File: src/design/nv_host_pkg.sv
// Constants and carrier types for the nonvolatile SRAM pin controller.
// Assumes a single 250 MHz clock; all pin timing is counted in its cycles.
package nv_host_pkg;

   // ****************************************************************
   // Timing
   // ****************************************************************
   localparam int CLK_PERIOD_PS = 4000;
   localparam int READ_ACCESS_NS = 35;
   localparam int WRITE_PULSE_NS = 30;
   localparam int NV_INIT_NS = 25;
   localparam int PIN_SETUP_NS = 5;
   localparam int STORE_TIME_MS = 10;
   localparam int RECALL_TIME_US = 20;
   localparam int POWERUP_RECALL_US = 650;

   // Least times round up to whole cycles
   localparam int READ_CYC = (READ_ACCESS_NS * 1000 + CLK_PERIOD_PS - 1)
                             / CLK_PERIOD_PS;
   localparam int WRITE_CYC = (WRITE_PULSE_NS * 1000 + CLK_PERIOD_PS - 1)
                              / CLK_PERIOD_PS;
   localparam int INIT_CYC = (NV_INIT_NS * 1000 + CLK_PERIOD_PS - 1)
                             / CLK_PERIOD_PS;
   localparam int SETUP_CYC = (PIN_SETUP_NS * 1000 + CLK_PERIOD_PS - 1)
                              / CLK_PERIOD_PS;
   // Waits on the device are maxima, so the host must wait at least them
   localparam int STORE_CYC = (STORE_TIME_MS * 1000000) / (CLK_PERIOD_PS
                              / 1000);
   localparam int RECALL_CYC = (RECALL_TIME_US * 1000) / (CLK_PERIOD_PS
                               / 1000);
   localparam int POWERUP_CYC = (POWERUP_RECALL_US * 1000)
                                / (CLK_PERIOD_PS / 1000);

   // ****************************************************************
   // Types
   // ****************************************************************
   typedef enum logic [1:0] {OP_READ, OP_WRITE, OP_STORE, OP_RECALL} op_t;

   // Control pins, all active low
   typedef struct packed {
      logic chipEnN;
      logic writeEnN;
      logic outEnN;
      logic nonvolatileSelectN;
   } pin_ctl_t;

   localparam pin_ctl_t PINS_IDLE = 4'hf;

endpackage : nv_host_pkg

File: src/design/nv_sram_pin_control.sv
// Host-side controller that drives a 2K x 8 nonvolatile SRAM by its pins.
// Assumes the memory pins are sampled synchronously and that the memory
// powers up together with this block's reset release.
`timescale 1ns/100ps

module nv_sram_pin_control
   import nv_host_pkg::*;
#(
   parameter int ADDR_W = 11,
   parameter int DATA_W = 8,
   parameter int STORE_CYCLES = STORE_CYC,
   parameter int RECALL_CYCLES = RECALL_CYC,
   parameter int POWERUP_CYCLES = POWERUP_CYC
)
(
   // Clock, reset, enable
   input wire logic clk,
   input wire logic rst_b,
   input wire logic ce,
   // Command port
   input wire logic cmdValid,
   output logic cmdReady,
   input wire op_t cmdOp,
   input wire logic [ADDR_W-1:0] cmdAddr,
   input wire logic [DATA_W-1:0] cmdWrData,
   // Completion
   output logic doneValid,
   output logic [DATA_W-1:0] doneRdData,
   output logic nvBusy,
   // Memory pins
   output pin_ctl_t memPins,
   output logic [ADDR_W-1:0] memAddr,
   input wire logic [DATA_W-1:0] memDataIn,
   output logic [DATA_W-1:0] memDataOut,
   output logic memDataOe
);

   // ****************************************************************
   // State
   // ****************************************************************
   typedef enum logic [2:0] {S_POWERUP, S_IDLE, S_SETUP, S_PULSE, S_HOLD,
                             S_BUSY} phase_t;

   typedef struct packed {
      phase_t phase;
      op_t op;
      logic [31:0] count;
      pin_ctl_t pins;
      logic [ADDR_W-1:0] addr;
      logic [DATA_W-1:0] wrData;
      logic dataOe;
      logic [DATA_W-1:0] rdData;
      logic done;
   } ctl_state_t;

   ctl_state_t st;
   ctl_state_t next_st;

   // Length of the active phase for each operation
   function automatic logic [31:0] pulse_len(input op_t op);
      case (op)
         OP_READ: pulse_len = 32'(READ_CYC);
         OP_WRITE: pulse_len = 32'(WRITE_CYC);
         default: pulse_len = 32'(INIT_CYC);
      endcase
   endfunction : pulse_len

   // ****************************************************************
   // Next state
   // ****************************************************************
   // Sequencer; every cycle count but the setup count is loaded minus one and run to zero
   always_comb
   begin
      next_st = st;
      next_st.done = 1'b0;
      case (st.phase)
         S_POWERUP:
         begin
            // Device recalls by itself; just keep off the pins meanwhile
            if (st.count == 32'h0)
               next_st.phase = S_IDLE;
            else
               next_st.count = st.count - 32'h1;
         end
         S_IDLE:
         begin
            next_st.pins = PINS_IDLE;
            if (cmdValid)
            begin
               // Address moves only while every control is high
               next_st.addr = cmdAddr;
               next_st.wrData = cmdWrData;
               next_st.op = cmdOp;
               next_st.phase = S_SETUP;
               next_st.count = 32'(SETUP_CYC);
            end
         end
         S_SETUP:
         begin
            // Chip enable and select first, with WE and OE still high;
            // this gives the 5 ns setup before the initiating edge
            next_st.pins.chipEnN = 1'b0;
            next_st.pins.nonvolatileSelectN = (st.op == OP_READ ||
                                               st.op == OP_WRITE);
            if (st.count == 32'h0)
            begin
               next_st.phase = S_PULSE;
               next_st.count = pulse_len(st.op) - 32'h1;
               case (st.op)
                  OP_READ: next_st.pins.outEnN = 1'b0;
                  OP_WRITE:
                  begin
                     next_st.pins.writeEnN = 1'b0;
                     next_st.dataOe = 1'b1;
                  end
                  OP_STORE: next_st.pins.writeEnN = 1'b0;
                  OP_RECALL: next_st.pins.outEnN = 1'b0;
                  default: next_st.pins = PINS_IDLE;
               endcase
            end
            else
               next_st.count = st.count - 32'h1;
         end
         S_PULSE:
         begin
            // Hold the pattern for the full pulse, then lift everything
            if (st.count == 32'h0)
            begin
               next_st.pins = PINS_IDLE;
               next_st.phase = S_HOLD;
               if (st.op == OP_READ)
                  next_st.rdData = memDataIn;
            end
            else
               next_st.count = st.count - 32'h1;
         end
         S_HOLD:
         begin
            // Data held one cycle past WE rise for write hold time
            next_st.dataOe = 1'b0;
            if (st.op == OP_STORE)
            begin
               next_st.phase = S_BUSY;
               next_st.count = 32'(STORE_CYCLES) - 32'h1;
            end
            else if (st.op == OP_RECALL)
            begin
               next_st.phase = S_BUSY;
               next_st.count = 32'(RECALL_CYCLES) - 32'h1;
            end
            else
            begin
               next_st.phase = S_IDLE;
               next_st.done = 1'b1;
            end
         end
         S_BUSY:
         begin
            // No access while the device runs its own cycle
            if (st.count == 32'h0)
            begin
               next_st.phase = S_IDLE;
               next_st.done = 1'b1;
            end
            else
               next_st.count = st.count - 32'h1;
         end
         default: next_st.phase = S_IDLE;
      endcase
   end

   // State register; clock enable low freezes everything
   always_ff @(posedge clk or negedge rst_b)
   begin
      if (!rst_b)
      begin
         st <= '0;
         st.phase <= S_POWERUP;
         st.count <= 32'(POWERUP_CYCLES) - 32'h1;
         st.pins <= PINS_IDLE;
      end
      else if (ce)
         st <= next_st;
   end

   // ****************************************************************
   // Outputs
   // ****************************************************************
   // Ready is combinational; a command is taken on the next edge
   assign cmdReady = (st.phase == S_IDLE);
   assign doneValid = st.done;
   assign doneRdData = st.rdData;
   assign nvBusy = (st.phase == S_BUSY) || (st.phase == S_POWERUP);
   assign memPins = st.pins;
   assign memAddr = st.addr;
   assign memDataOut = st.wrData;
   assign memDataOe = st.dataOe;

   // Enabled cycles since reset, saturating, for the power-up wait
   logic [31:0] upCount;
   always_ff @(posedge clk or negedge rst_b)
   begin
      if (!rst_b)
         upCount <= 32'h0;
      else if (ce && upCount != 32'hffffffff)
         upCount <= upCount + 32'h1;
   end
endmodule : nv_sram_pin_control

File: config.mk
export PLATFORM = sky130hd
export DESIGN_NAME = nv_sram_pin_control
export DESIGN_NICKNAME = d
export VERILOG_FILES = /design/src/design/nv_host_pkg.sv /design/src/design/nv_sram_pin_control.sv
export SDC_FILE = /design/constraint.sdc
export NUM_CORES = 1
export LEC_CHECK = 0
export ABC_AREA = 1
export BUFFER_PORTS_ARGS = -buffer_cell sky130_fd_sc_hd__buf_2
export CORE_MARGIN = 2
export CORE_UTILIZATION = 45
export CTS_BUF_LIST = sky130_fd_sc_hd__clkbuf_4 sky130_fd_sc_hd__clkbuf_8 sky130_fd_sc_hd__clkbuf_16
export CTS_CLUSTER_SIZE = 30
export DETAILED_ROUTE_END_ITERATION = 6
export PLACE_DENSITY = 0.69
export SYNTH_ARGS = -nofsm -noshare
export SYNTH_HDL_FRONTEND = slang
export SYNTH_SLANG_ARGS = --single-unit
File: constraint.sdc
create_clock -name clk -period 2.9 [get_ports clk]
set_input_delay 0.29 -clock clk [delete_from_list [all_inputs] [get_ports clk]]
set_output_delay 0.29 -clock clk [all_outputs]
set_load 0.01 [all_outputs]
==> flow_summary.yaml <==
clocking:
  h-tree-depth: 3
  cts_buffers: 9
  cts_resized: 0
  cts_buffer_depth: 2
  hold_buffers: 0
  tritoncts: "done"
  clkSlewWorstSetupHoldPaths_ps: 90
  clock_latency_ps: 380
  cts_root_buf: "clkbuf_8"
  cts.sinks: 70
  postCtsSetupBuffers: 0
logic_synthesis:
  yosys.area_share.simple_pct: 35.0
  synth.avg_cell_area_um2: 7.36
  synthesis.nets: 662
  synth_warnings: 0
  synthTopCellsByArea: "dfrtp_1 (31%), nand2_1 (17%), dfstp_2 (8.0%)"
  synth_area_um2: 4570
  synth.largest_area_cell: "dfrtp_1"
  synth-seq-cells: 70
  synth-compound-area-share_pct: 5.01
  yosysTopAreaCellShare_pct: 30.7
  synth_xor_area_share_pct: 1.72
  synthCells: 621
  synthMuxAreaShare_pct: 4.68
  synth_top_family_by_area: "simple AND/OR/NAND/NOR gates"
  synth.distinct_cells: 35
  seq_area_frac_synth_pct: 38.7
  synthAdderAreaFrac_pct: 2.19
critical_path:
  r2r-start: "st[65]"
  end_kind: "flop"
  worstPathRequired_ps: 3170
  start_kind: "flop"
  worst_path_largest_cell_delay_ps: 430
  crit_type: "flop to flop"
  arrival_ps: 2430
  crit_top_cell: "nand2_1"
  cp_cell_sequence: "inv_1, ha_1, nor2_1, nand2_1, nand2_1, nor2_4, nand2_4, inv_2, nand3_1, nand2_1, nor2_1"
  cp_slowest_cell: "dfrtp_1"
  crit_start: "st[65]"
  worstPathMaxFanout: 23
global_routing:
  grt_max_degree: 41
  grt_antenna_before_repair: 0
  grt_overflow: 0
  track_usage_pct: 21.7
  grt_pass1_wl_um: 19000
  grt_pass1_vias: 4068
drt:
  drc_errors: 0
  first_pass_iters: 4
  via_per_inst: 5.06
  vias: 4048
  drt_wl_total_um: 10900
  wire_per_inst_um: 13.6
  ant_nets: 0
  drt-initial-drc-count: 237
die:
  core-area_um2: 9820
  dieHeight_um: 105
  start_util_pct: 46.5
  num_rows: 36
  ios: 68
  die_x_um: 105
  die-area_um2: 11000
sta:
  setup_viol: 0
  rsz0062_at_grt: "no"
  timing.final.crit_period_ps: 2160
  setup_tns_ps: 0
  fin_crit_sh_pct: 74.6
  holdWs_ps: 25.3
  clock.fmax_mhz: 462
  final_hold_viol_count: 0
  slew_viol_final: 0
  clock_skew_ps: 12.3
  worstMarginPinSlew_ps: 897
  slew_headroom_pct: 40.2
final_layout:
  seqCellArea_um2: 1770
  area_growth_syn_to_layout_pct: 10.3
  fin_cells: 800
  diodes: 0
  multi_input_area_um2: 2220
  layout_common_cells: "nand2_1 (201), nor2_1 (72), buf_2 (67)"
  layout_commonest_cell: "nand2_1"
  final.fill_count: 1033
  nets: 703
  drive_gt1_share_pct: 23.1
outcome:
  outcome: "finished, final reports clean"
flow_run:
  drv_cap: 0
pwr:
  ir_drop_v: 0.000269
  p_per_area_nw_per_um2: 677
  power_w: 0.00341
  p_leak_nw: 2.76
worst_hold_path:
  min_path_type: "input pin to async pin"
placed_design:
  dp_hpwl_um: 8220
  port_buffers: 67
  place_congestion: 0.974
  placed_cells: 784
==> flip-flops by register name, summed over array words and instances (netlist names) <==
register	count
doneRdData	8
doneValid	1
memAddr	11
memDataOe	1
memDataOut	8
memPins	4
st	37
==> stage by stage <==
step	utilization, %	worst slack, ps	instance area (µm²)
floorplan	-	1170	4570
global placement	48.8	839	4790
detailed placement	48.8	732	4790
CTS	51.3	721	5040
global route	51.3	548	5040
finish	51.3	738	5040
==> final cells by class <==
class	count	area share (%)
Clock buffer	9	2.46
Tap cell	133	3.30
Sequential cell	70	35.1
Clock inverter	7	2.53
Inverter	70	5.26
Timing Repair Buffer	71	7.25
Multi-Input combinational cell	440	44.1
==> Yosys cell counts <==
cell      count
dfrtp_1      56
inv_1        62
buf_2         4
xor2_1        5
inv_2         7
o21ai_0      20
nand3_2       1
nand4_4       1
o21a_1        2
o21bai_2      1
a21oi_1       4
nor3_1        7
nand3b_1      2
nor2_2       10
o21ai_2       2
mux2_2       19
nand2_2       3
xnor2_1       4
nand2_4       1
nor2_8        1
buf_6         5
inv_4         1
nand3_4       1
buf_4        31
a22oi_1       1
o21ai_1      10
dfstp_2      14
o211ai_1      1
nand3_1      43
nand2_1     201
nand4_1      15
ha_1          8
nor2_4        5
clkbuf_1      1
nor2_1       72
==> worst paths after layout <==
check,cells after the start,endpoint,slack [ps]
max in group asynchronous,2,memAddr[0],2020
min in group clk,2,memAddr[2],140
worst min-delay path,1,st[38],30
worst min register to register,2,memPins[2],460
worst max register to register,11,st[53],740
worst max-delay path,11,st[53],740
==> worst max-delay path, delay by kind of cell (launching register included) <==
| kind | cells | cell delay [ps] |
|---|---|---|
| simple gates | 8 | 910 |
| buf+inv | 2 | 520 |
| flops | 1 | 430 |
| fa+ha+maj | 1 | 190 |
==> metal layers <==
metal,GRT usage [%],part of all wire [%]
met5,0,0
met4,7.71,2.0
met3,5.05,6.9
met2,35.9,47
met1,27.7,44
==> power by group <==
| group | switching [W] | total (W) | internal, W | leakage [nW] |
|---|---|---|---|---|
| Clock | 0.000419 | 0.00100 | 0.000584 | 0.126 |
| Combinational | 0.000718 | 0.00109 | 0.000374 | 1.76 |
| Sequential | 0.000180 | 0.00132 | 0.00114 | 0.875 |
| Total | 0.00132 | 0.00341 | 0.00209 | 2.76 |
==> kinds of logic (layout without fill, tap and decap cells) <==
family          count (synthesis)  in the layout
xor+xnor                        9              9
simple gates                  363            363
compound gates                 41             41
fa+ha+maj                       8              8
buf+inv                       111            157
flops                          70             70
mux                            19             19
Power figures use the tool's default switching activity.
